File: src/include/dbc_cfg.svh
// Offsets, field positions and reset values of the dual buck config bank.
// Assumes an 8-bit register address space and 8-bit register data.
`ifndef DBC_CFG_SVH
`define DBC_CFG_SVH

// Register offsets
`define DBC_OFS_A_MODE   8'h3f
`define DBC_OFS_A_CONF   8'h40
`define DBC_OFS_B_VOLT   8'h43
`define DBC_OFS_B_STBY   8'h44
`define DBC_OFS_B_OFF    8'h45
`define DBC_OFS_B_MODE   8'h46
`define DBC_OFS_B_CONF   8'h47

// Mode register fields
`define DBC_MODE_MSB     3
`define DBC_MODE_LSB     0
`define DBC_SLEEP_BIT    5

// Config register fields
`define DBC_ILIM_BIT     0
`define DBC_SPARE_BIT    1
`define DBC_FREQ_MSB     3
`define DBC_FREQ_LSB     2
`define DBC_PHASE_MSB    5
`define DBC_PHASE_LSB    4
`define DBC_RAMP_MSB     7
`define DBC_RAMP_LSB     6

// Set-point register fields
`define DBC_VSEL_MSB     5
`define DBC_VSEL_LSB     0
`define DBC_RANGE_BIT    6

// Reset values
`define DBC_MODE_RST     8'h80
`define DBC_CONF_RST     8'h00
`define DBC_SETPT_RST    8'h00

`endif

File: src/include/dbc_pkg.sv
// Types shared by the dual buck config bank and its channel register slice.
// Assumes nothing beyond a SystemVerilog-2012 compiler.
package dbc_pkg;

	// Operating state of the device as seen by this bank
	typedef enum logic [1:0]
	{
		DBC_PS_NORMAL,
		DBC_PS_STANDBY,
		DBC_PS_SLEEP
	} dbc_pwr_state_t;

	// One register access from the serial control port
	typedef struct packed
	{
		logic       wr;
		logic       rd;
		logic [7:0] addr;
		logic [7:0] wdata;
	} dbc_reg_req_t;

	// Per-channel switching controls
	typedef struct packed
	{
		logic [3:0] mode;
		logic       sleep_pfm;
		logic       ilim_low;
		logic       conf_spare;
		logic [1:0] freq;
		logic [1:0] phase;
		logic [1:0] ramp;
	} dbc_chan_ctl_t;

endpackage

File: src/design/dbc_config_bank.sv
// Configuration register bank for a pair of buck channels.
// Assumes the serial control block presents decoded single-cycle register
// accesses on core_clk, and that the configuration loader drives the
// range strap and its load strobe on the same clock.
`timescale 1ns/1ps
`include "dbc_cfg.svh"

// What this block does
// - Low nibble of mode selects switching mode
// - Single-phase pair follows channel A registers
// - Mode bit 5: sleep off or pulse-frequency
// - Config bit 0 selects high/low current limit
// - Config bits 3:2 hold frequency selection
// - Config bits 5:4 hold phase clock selection
// - Config bits 7:6 hold ramp speed selection
// - Channel B normal voltage, six bits, writable
// - Normal range bit read-only, set at configuration
// - Channel B standby voltage, six bits, writable
// - Standby range bit copies normal range bit
// - Channel B sleep voltage, six bits, writable
// - Sleep range bit copies normal range bit
module dbc_config_bank
(
	// Clock and reset
	input  wire logic                   core_clk,
	input  wire logic                   reset_n,
	// Register access from the control port
	input  wire dbc_pkg::dbc_reg_req_t  req,
	output logic [7:0]                  rdata,
	output logic                        rd_valid,
	// Configuration load of the range strap
	input  wire logic                   cfg_load,
	input  wire logic                   cfg_range_b,
	// Supply topology and device state
	input  wire logic                   single_phase,
	input  wire dbc_pkg::dbc_pwr_state_t pwr_state,
	// Channel A controls (also the combined pair)
	output dbc_pkg::dbc_chan_ctl_t      chan_a_ctl,
	output logic                        chan_a_run,
	output logic                        chan_a_pfm,
	// Channel B controls
	output dbc_pkg::dbc_chan_ctl_t      chan_b_ctl,
	output logic                        chan_b_run,
	output logic                        chan_b_pfm,
	output logic [5:0]                  chan_b_vsel,
	output logic                        chan_b_range
);
	import dbc_pkg::*;

	localparam int NCH = 2;

	function automatic logic addr_is(input logic [7:0] a,
		input logic [7:0] ofs);
		addr_is = (a == ofs);
	endfunction

	////////////////////////////////////////////////////////////////////////
	// Channel mode and config pairs
	dbc_chan_ctl_t ctl_w [NCH];
	logic [7:0]    mode_rd_w [NCH];
	logic [7:0]    conf_rd_w [NCH];
	logic [NCH-1:0] chan_hit_w;

	genvar gi;
	generate
		for (gi = 0; gi < NCH; gi++)
		begin : g_chan
			dbc_chan_regs
			#(
				.MODE_OFS (gi == 0 ? `DBC_OFS_A_MODE : `DBC_OFS_B_MODE),
				.CONF_OFS (gi == 0 ? `DBC_OFS_A_CONF : `DBC_OFS_B_CONF)
			)
			dbc_chan_regs_inst
			(
				.core_clk   (core_clk),
				.reset_n    (reset_n),
				.req        (req),
				.mode_rdata (mode_rd_w[gi]),
				.conf_rdata (conf_rd_w[gi]),
				.hit        (chan_hit_w[gi]),
				.ctl        (ctl_w[gi])
			);
		end
	endgenerate

	////////////////////////////////////////////////////////////////////////
	// Channel B set points
	logic [5:0] b_volt_r;
	logic [5:0] b_stby_r;
	logic [5:0] b_off_r;
	logic       b_range_r;
	wire        volt_sel;
	wire        stby_sel;
	wire        off_sel;

	assign volt_sel = addr_is(req.addr, `DBC_OFS_B_VOLT);
	assign stby_sel = addr_is(req.addr, `DBC_OFS_B_STBY);
	assign off_sel  = addr_is(req.addr, `DBC_OFS_B_OFF);

	localparam logic [7:0] SETPT_RST = `DBC_SETPT_RST;

	always_ff @(posedge core_clk or negedge reset_n)
	begin
		if (!reset_n)
		begin
			b_volt_r <= SETPT_RST[5:0];
			b_stby_r <= SETPT_RST[5:0];
			b_off_r  <= SETPT_RST[5:0];
		end
		else if (req.wr)
		begin
			if (volt_sel)
				b_volt_r <= req.wdata[`DBC_VSEL_MSB:`DBC_VSEL_LSB];
			if (stby_sel)
				b_stby_r <= req.wdata[`DBC_VSEL_MSB:`DBC_VSEL_LSB];
			if (off_sel)
				b_off_r <= req.wdata[`DBC_VSEL_MSB:`DBC_VSEL_LSB];
		end
	end

	// Range bit moves only on a configuration load, never by a write
	always_ff @(posedge core_clk or negedge reset_n)
	begin
		if (!reset_n)
			b_range_r <= SETPT_RST[`DBC_RANGE_BIT];
		else if (cfg_load)
			b_range_r <= cfg_range_b;
	end

	////////////////////////////////////////////////////////////////////////
	// Read path
	logic [7:0] rd_mux;
	wire        mapped;

	assign mapped = (|chan_hit_w) || volt_sel || stby_sel || off_sel;

	always_comb
	begin
		rd_mux = 8'h00;
		unique case (1'b1)
			addr_is(req.addr, `DBC_OFS_A_MODE): rd_mux = mode_rd_w[0];
			addr_is(req.addr, `DBC_OFS_A_CONF): rd_mux = conf_rd_w[0];
			addr_is(req.addr, `DBC_OFS_B_MODE): rd_mux = mode_rd_w[1];
			addr_is(req.addr, `DBC_OFS_B_CONF): rd_mux = conf_rd_w[1];
			volt_sel: rd_mux = {1'b0, b_range_r, b_volt_r};
			stby_sel: rd_mux = {1'b0, b_range_r, b_stby_r};
			off_sel:  rd_mux = {1'b0, b_range_r, b_off_r};
			default:  rd_mux = 8'h00;
		endcase
	end

	always_ff @(posedge core_clk or negedge reset_n)
	begin
		if (!reset_n)
		begin
			rdata    <= 8'h00;
			rd_valid <= 1'b0;
		end
		else
		begin
			rd_valid <= req.rd;
			if (req.rd)
				rdata <= rd_mux;
		end
	end

	////////////////////////////////////////////////////////////////////////
	// Resolved controls
	wire        asleep;
	wire        b_indep;
	logic [5:0] b_vsel_nxt;

	assign asleep  = (pwr_state == DBC_PS_SLEEP);
	assign b_indep = !single_phase;

	always_comb
	begin
		case (pwr_state)
			DBC_PS_NORMAL:  b_vsel_nxt = b_volt_r;
			DBC_PS_STANDBY: b_vsel_nxt = b_stby_r;
			DBC_PS_SLEEP:   b_vsel_nxt = b_off_r;
			default:        b_vsel_nxt = b_volt_r;
		endcase
	end

	// Registered so the analog side sees glitch-free selections
	always_ff @(posedge core_clk or negedge reset_n)
	begin
		if (!reset_n)
		begin
			chan_a_ctl   <= '0;
			chan_a_run   <= 1'b0;
			chan_a_pfm   <= 1'b0;
			chan_b_ctl   <= '0;
			chan_b_run   <= 1'b0;
			chan_b_pfm   <= 1'b0;
			chan_b_vsel  <= 6'h00;
			chan_b_range <= 1'b0;
		end
		else
		begin
			chan_a_ctl   <= ctl_w[0];
			chan_a_run   <= !asleep || ctl_w[0].sleep_pfm;
			chan_a_pfm   <= asleep && ctl_w[0].sleep_pfm;
			chan_b_ctl   <= b_indep ? ctl_w[1] : '0;
			chan_b_run   <= b_indep && (!asleep || ctl_w[1].sleep_pfm);
			chan_b_pfm   <= b_indep && asleep && ctl_w[1].sleep_pfm;
			chan_b_vsel  <= b_indep ? b_vsel_nxt : 6'h00;
			chan_b_range <= b_indep && b_range_r;
		end
	end

	////////////////////////////////////////////////////////////////////////
	// Checks
	property p_unmapped_zero;
		@(posedge core_clk) disable iff (!reset_n)
		(req.rd && !mapped) |=> rd_valid && (rdata == 8'h00);
	endproperty
	a_unmapped_zero: assert property (p_unmapped_zero)
		else $error("unmapped read not zero");

	property p_b_idle_single;
		@(posedge core_clk) disable iff (!reset_n)
		single_phase |=> !chan_b_run && !chan_b_pfm
			&& (chan_b_vsel == 6'h00);
	endproperty
	a_b_idle_single: assert property (p_b_idle_single)
		else $error("channel B active in single phase");

	property p_a_sleep_off;
		@(posedge core_clk) disable iff (!reset_n)
		(asleep && !ctl_w[0].sleep_pfm) |=> !chan_a_run && !chan_a_pfm;
	endproperty
	a_a_sleep_off: assert property (p_a_sleep_off)
		else $error("channel A not off in sleep");

	property p_b_sleep_pfm;
		@(posedge core_clk) disable iff (!reset_n)
		(asleep && b_indep && ctl_w[1].sleep_pfm)
			|=> chan_b_run && chan_b_pfm;
	endproperty
	a_b_sleep_pfm: assert property (p_b_sleep_pfm)
		else $error("channel B not in pulse-frequency sleep");

	property p_range_ro;
		@(posedge core_clk) disable iff (!reset_n)
		(req.wr && volt_sel && !cfg_load) |=> $stable(b_range_r);
	endproperty
	a_range_ro: assert property (p_range_ro)
		else $error("range bit changed by write");

	property p_stby_range;
		@(posedge core_clk) disable iff (!reset_n)
		(req.rd && stby_sel) |=> (rdata[6] == $past(b_range_r))
			&& (rdata[5:0] == $past(b_stby_r)) && !rdata[7];
	endproperty
	a_stby_range: assert property (p_stby_range)
		else $error("standby readback wrong");

	property p_off_range;
		@(posedge core_clk) disable iff (!reset_n)
		(req.rd && off_sel) |=> (rdata[6] == $past(b_range_r))
			&& (rdata[5:0] == $past(b_off_r)) && !rdata[7];
	endproperty
	a_off_range: assert property (p_off_range)
		else $error("sleep readback wrong");

	property p_volt_write;
		@(posedge core_clk) disable iff (!reset_n)
		(req.wr && volt_sel) |=> (b_volt_r == $past(req.wdata[5:0]));
	endproperty
	a_volt_write: assert property (p_volt_write)
		else $error("normal set point not stored");

	property p_stby_select;
		@(posedge core_clk) disable iff (!reset_n)
		(b_indep && pwr_state == DBC_PS_STANDBY)
			|=> (chan_b_vsel == $past(b_stby_r));
	endproperty
	a_stby_select: assert property (p_stby_select)
		else $error("standby set point not applied");

	property p_sleep_select;
		@(posedge core_clk) disable iff (!reset_n)
		(b_indep && asleep) |=> (chan_b_vsel == $past(b_off_r));
	endproperty
	a_sleep_select: assert property (p_sleep_select)
		else $error("sleep set point not applied");

	property p_ilim_out;
		@(posedge core_clk) disable iff (!reset_n)
		(req.wr && addr_is(req.addr, `DBC_OFS_A_CONF))
			##1 1'b1 |=> (chan_a_ctl.ilim_low == $past(req.wdata[0], 2));
	endproperty
	a_ilim_out: assert property (p_ilim_out)
		else $error("current limit select not applied");

	property p_conf_spare;
		@(posedge core_clk) disable iff (!reset_n)
		(req.wr && addr_is(req.addr, `DBC_OFS_B_CONF))
			|=> (conf_rd_w[1][1] == $past(req.wdata[1]));
	endproperty
	a_conf_spare: assert property (p_conf_spare)
		else $error("config spare bit not stored");

	property p_phase_out;
		@(posedge core_clk) disable iff (!reset_n)
		(req.wr && addr_is(req.addr, `DBC_OFS_A_CONF)) ##1 !req.wr
			|=> (chan_a_ctl.phase == $past(req.wdata[5:4], 2))
			&& (chan_a_ctl.ramp == $past(req.wdata[7:6], 2));
	endproperty
	a_phase_out: assert property (p_phase_out)
		else $error("phase or ramp select not applied");

endmodule

File: src/design/dbc_chan_regs.sv
// Mode and config register pair of one buck channel.
// Assumes requests arrive synchronous to core_clk from the control port.
`timescale 1ns/1ps
`include "dbc_cfg.svh"

module dbc_chan_regs
#(
	parameter logic [7:0] MODE_OFS = `DBC_OFS_A_MODE,
	parameter logic [7:0] CONF_OFS = `DBC_OFS_A_CONF
)
(
	// Clock and reset
	input  wire logic                   core_clk,
	input  wire logic                   reset_n,
	// Register access
	input  wire dbc_pkg::dbc_reg_req_t  req,
	// Read views and controls
	output logic [7:0]                  mode_rdata,
	output logic [7:0]                  conf_rdata,
	output logic                        hit,
	output dbc_pkg::dbc_chan_ctl_t      ctl
);
	import dbc_pkg::*;

	localparam logic [7:0] MODE_RST = `DBC_MODE_RST;

	logic [3:0] mode_r;
	logic       sleep_r;
	logic [7:0] conf_r;
	wire        mode_wr;
	wire        conf_wr;

	////////////////////////////////////////////////////////////////////////
	assign mode_wr = req.wr && (req.addr == MODE_OFS);
	assign conf_wr = req.wr && (req.addr == CONF_OFS);
	assign hit     = (req.addr == MODE_OFS) || (req.addr == CONF_OFS);

	// Field only holds the low nibble of the 0x80 default
	always_ff @(posedge core_clk or negedge reset_n)
	begin
		if (!reset_n)
		begin
			mode_r  <= MODE_RST[`DBC_MODE_MSB:`DBC_MODE_LSB];
			sleep_r <= 1'b0;
			conf_r  <= `DBC_CONF_RST;
		end
		else
		begin
			if (mode_wr)
			begin
				mode_r  <= req.wdata[`DBC_MODE_MSB:`DBC_MODE_LSB];
				sleep_r <= req.wdata[`DBC_SLEEP_BIT];
			end
			if (conf_wr)
				conf_r <= req.wdata;
		end
	end

	// Bits 4, 6 and 7 of mode stay zero
	assign mode_rdata = {2'b00, sleep_r, 1'b0, mode_r};
	assign conf_rdata = conf_r;

	assign ctl.mode       = mode_r;
	assign ctl.sleep_pfm  = sleep_r;
	assign ctl.ilim_low   = conf_r[`DBC_ILIM_BIT];
	assign ctl.conf_spare = conf_r[`DBC_SPARE_BIT];
	assign ctl.freq       = conf_r[`DBC_FREQ_MSB:`DBC_FREQ_LSB];
	assign ctl.phase      = conf_r[`DBC_PHASE_MSB:`DBC_PHASE_LSB];
	assign ctl.ramp       = conf_r[`DBC_RAMP_MSB:`DBC_RAMP_LSB];

	////////////////////////////////////////////////////////////////////////
	property p_mode_store;
		@(posedge core_clk) disable iff (!reset_n)
		mode_wr |=> (ctl.mode == $past(req.wdata[3:0]))
			&& (ctl.sleep_pfm == $past(req.wdata[5]));
	endproperty
	a_mode_store: assert property (p_mode_store)
		else $error("mode write not stored");

	property p_conf_fields;
		@(posedge core_clk) disable iff (!reset_n)
		conf_wr |=> (ctl.freq == $past(req.wdata[3:2]))
			&& (ctl.phase == $past(req.wdata[5:4]))
			&& (ctl.ramp == $past(req.wdata[7:6]))
			&& (ctl.ilim_low == $past(req.wdata[0]));
	endproperty
	a_conf_fields: assert property (p_conf_fields)
		else $error("config fields not stored");

	property p_mode_hold;
		@(posedge core_clk) disable iff (!reset_n)
		!mode_wr |=> $stable(mode_rdata) && (mode_rdata[7:6] == 2'b00)
			&& !mode_rdata[4];
	endproperty
	a_mode_hold: assert property (p_mode_hold)
		else $error("mode register changed without write");

endmodule

File: config.mk
export PLATFORM = sky130hd
export DESIGN_NAME = dbc_config_bank
export DESIGN_NICKNAME = d
export VERILOG_FILES = /design/src/include/dbc_pkg.sv /design/src/design/dbc_config_bank.sv /design/src/design/dbc_chan_regs.sv
export VERILOG_INCLUDE_DIRS = /design/src /design/src/include
export SDC_FILE = /design/constraint.sdc
export NUM_CORES = 1
export LEC_CHECK = 0
export BUFFER_PORTS_ARGS = -buffer_cell sky130_fd_sc_hd__buf_4
export CAP_MARGIN = 10
export CORE_MARGIN = 2
export CORE_UTILIZATION = 57
export CTS_BUF_LIST = sky130_fd_sc_hd__clkbuf_8
export DETAILED_ROUTE_END_ITERATION = 10
export PLACE_DENSITY = 0.82
export SYNTH_ARGS = -nofsm -noshare
export SYNTH_HDL_FRONTEND = slang
export SYNTH_SLANG_ARGS = --single-unit
File: constraint.sdc
create_clock -name core_clk -period 1.6 [get_ports core_clk]
set_clock_uncertainty 0.2 [all_clocks]
set_input_delay 0.08 -clock core_clk [delete_from_list [all_inputs] [get_ports core_clk]]
set_output_delay 0.08 -clock core_clk [all_outputs]
set_load 0.1 [all_outputs]
==> key figures <==
Outcome
  • Status: finished, final reports clean

Detailed routing
  • DRT Pass-1 Iters: 6
  • Routed vias/inst: 5.64
  • Via Count: 2582
  • Remaining DRCs: 0
  • Wirelength, routed: 8070 microns
  • Initial drt markers: 156
  • Wirelength per Cell: 17.6 microns
  • Post-route ant nets: 0

Global routing
  • Initial antenna violation count: 0
  • GR Overflow Total: 0
  • Overall global routing resource usage: between 20% and 30%
  • Global-route wire length before repair: ~13000 microns
  • Pin count of the biggest net entering global routing: 48
  • Vias in the first global route: 2539

Floorplanning
  • I/O pin count: 71
  • Die ar.: 7310 sq um
  • Starting density of the core: 59.3%
  • Core area: between 6000 and 7000 sq um
  • Row cnt: 29
  • Height of the chip: 85.5 microns
  • Die Wd: 85.5 microns

Synth
  • Largest family of logic cells by synthesized area: multiplexers
  • Async SR Flop Fraction: 100%
  • Top FF cell, synth: dfrtp_1
  • Post-Synth Adder-Cell Area: less than 1%
  • Yosys warns: 0
  • Syn Nets: 312
  • Synth area leader: dfrtp_1
  • Register bit total from synthesis: 91
  • Synthesized area per cell: between 10 and 15 sq um
  • Most common cell in the synthesized netlist: dfrtp_1
  • Post-synth top cells: dfrtp_1, mux2_2, nor2_1
  • Post-Synth XOR/XNOR Area: 0%
  • Post-Synth Simple-Gate Area: between 10 and 15%
  • Post-synth EDFFs: 0
  • Synthesized instance count: 285
  • Top-area cell type share of the netlist area: 60.2%
  • Largest cells by area after synthesis: dfrtp_1, mux2_2, mux2_4, mux2i_1, nor2b_1
  • Mapped Area: 3780 sq um
  • Area fraction in compound gates after synthesis: 7.21%
  • Yosys cell types: 37
  • Seq/Total Area, Yosys: 60.2%
  • Post-synthesis mux area share: 17.2%

STA
  • Setup Viol. Count Final: 0
  • Total Neg Setup Slack: 0 ns
  • Final Hold Fails: 0
  • Max Clk Rate: about 650 MHz
  • Fin crit period: roughly 1.5 ns
  • RSZ-0062 raised after global routing: false
  • Slew Viols, Final: 0
  • Slew @ Worst Pin: 0.426 ns
  • Final Cycle Share: 96.2%
  • Slew margin rel.: between 70% and 80%

Power
  • Cell Pwr Density: 998 nW/um^2
  • P_sw: 1.36 mW
  • Sequential fraction of design power: approximately 52%
  • Clk network pwr share: 31.9%
  • Gate power share: 16.2%
  • VDD IR max: 680 uV
  • Power Total: ~4.7 mW
  • Static leakage: roughly 2.4 nW
  • Sw Ratio: 28.7%
  • P_int: 3.38 mW

Final layout
  • Synth-to-Final Area Change: 25.5%
  • Fillcell total: ~430
  • Util after Layout: roughly 74%
  • Layout cells sized above 1: 39.4%
  • Fin nets: 404
  • Total inserted antenna cells: 0

Worst setup path
  • CP Launch Type: flip-flop
  • CP Buf/Inv Count: 1
  • Critical path capture point: b_range_r$_DFFE_PN0P_
  • R2R setup slack: 0.06 ns
  • Cell family with most CP delay: buffers and inverters
  • WS Path Type: flip-flop to flip-flop
  • RR Endpoint: b_range_r$_DFFE_PN0P_
  • Crit path launch: b_range_r$_DFFE_PN0P_
  • Worst endpoint required time: 1.65 ns
  • Crit-path max FO: 3
  • CP endpoint kind: flip-flop
  • Reg2reg path depth: 2
  • Critical R2R Launch: b_range_r$_DFFE_PN0P_
  • Crit-path slowest cell: dlygate4sd3_1
  • Critical Path Stages: 2
  • Worst path cell trace: mux2_2 -> dlygate4sd3_1
  • CP max stage delay: 0.55 ns
  • Critical path arrival: 1.59 ns

Clock network
  • Clock slew at reported path FFs: 0.08 ns
  • H-tree depth: 3
  • Worst skew pair latency: 0.36 ns
  • Clk buf depth: 2
  • CTS root buffer: clkbuf_8
  • Post-CTS setup buffers: 0
  • CTS Buf Count: 9
  • Sink Count: 91
  • CTS tree: built

Placed design
  • Port Buffers: 70
  • GP Congestion: 0.911
  • Detailed placement HPWL: 5610 microns

Run
  • Max Cap Viol: 0

Min path
  • HP Class: input pin to flip-flop
timing repair:
action                                  CTS  global route
endpoints found under the hold margin   166             0
resized for setup                         0             1
hold buffers                             16             0
endpoints found under the setup margin    0            23
worst min path at each step:
stage                  from                                                      to  slack (ns)  depth (start not counted)
floorplan           reset_n                                  b_off_r[0]$_DFFE_PN0P_       -0.42                          0
global placement    reset_n  g_chan[0].dbc_chan_regs_inst.conf_rdata[3]$_DFFE_PN0P_       -0.22                          1
detailed placement  reset_n                                 chan_a_ctl[5]$_DFF_PN0_       -0.21                          1
CTS                  req[8]                                    rdata[7]$_DFFE_PN0P_       0.008                          4
global route        req[10]                                 b_volt_r[2]$_DFFE_PN0P_        0.06                          4
finish               req[8]                                    rdata[7]$_DFFE_PN0P_        0.03                          4
power groups by stage:
stage / registers [mW] / logic, mW / clock network, mW
after floorplan: 2.80 / 0.181 / 0
after global placement: 2.50 / 0.727 / 0
after detailed placement: 2.51 / 0.738 / 0
after CTS: 2.46 / 0.773 / 1.54
after global routing: 2.47 / 0.812 / 1.62
final: 2.46 / 0.770 / 1.51
worst reg2reg max path: stages (launching register included):
cell           delay [ns]
dfrtp_1              0.42
mux2_2               0.26
dlygate4sd3_1        0.55
cell usage in the layout, fill, tap and decap left out, types with 2 or more instances in the layout:
master / instances
o22ai_1: 7
and4_2: 2
mux2_4: 9
inv_1: 13
clkbuf_8: 10
a221oi_1: 2
o21ai_0: 6
a21oi_1: 7
and3_1: 2
a31oi_1: 5
and2_1: 3
nor2_1: 19
buf_4: 79
nand2_1: 12
nor2b_1: 14
mux2_2: 37
nand2b_1: 4
ha_1: 2
o32ai_1: 6
mux2i_1: 10
dfrtp_1: 91
dlygate4sd3_1: 16
a22oi_1: 7
registers in the layout, indices dropped and copies added (netlist names):
name                                  flops
rdata                                     8
chan_b_pfm                                1
chan_a_ctl                               13
b_off_r                                   6
b_volt_r                                  6
chan_a_run                                1
b_stby_r                                  6
chan_b_range                              1
g_chan.dbc_chan_regs_inst.sleep_r         2
chan_b_ctl                               13
chan_a_pfm                                1
chan_b_run                                1
rd_valid                                  1
g_chan.dbc_chan_regs_inst.mode_r          8
g_chan.dbc_chan_regs_inst.conf_rdata     16
chan_b_vsel                               6
b_range_r                                 1
final cells by class:
class	count	area [sq um]	area share, %
Clock buffer	10	138	2.90
Clock inverter	5	55.1	1.16
Inverter	12	45.0	0.948
Multi-Input combinational cell	166	1360	28.5
Sequential cell	91	2280	47.9
Tap cell	77	96.3	2.03
Timing Repair Buffer	97	785	16.5
metal layers:
metal  vias up  track usage [%]  routed length, microns
met5         -                0                       0
met4         0             9.52                      95
met3         9             4.28                     396
met2        75             39.3                    4150
met1      1317             30.6                    3420
li1       1181                -                       -
per-stage QoR:
stage / std cells / instance area, sq um / hold slack, ns / worst slack [ns]
floorplan: 285 / 3780 / -0.416 / 0.0668
global placement: 427 / 4390 / -0.215 / -0.0701
detailed placement: 427 / 4390 / -0.208 / -0.0961
CTS: 458 / 4750 / 0.00812 / 0.0671
global route: 458 / 4750 / 0.0606 / 0.0166
finish: 458 / 4750 / 0.0319 / 0.0613
logic make-up (layout without fill, tap and decap cells):
kind of cell,count (synthesis),in the layout
AOI/OAI and AO/OA,41,41
muxes,56,56
buffers and inverters,28,124
adders and majority gates,2,2
and+or+nand+nor,67,67
DFF,91,91
Power figures use the tool's default switching activity.
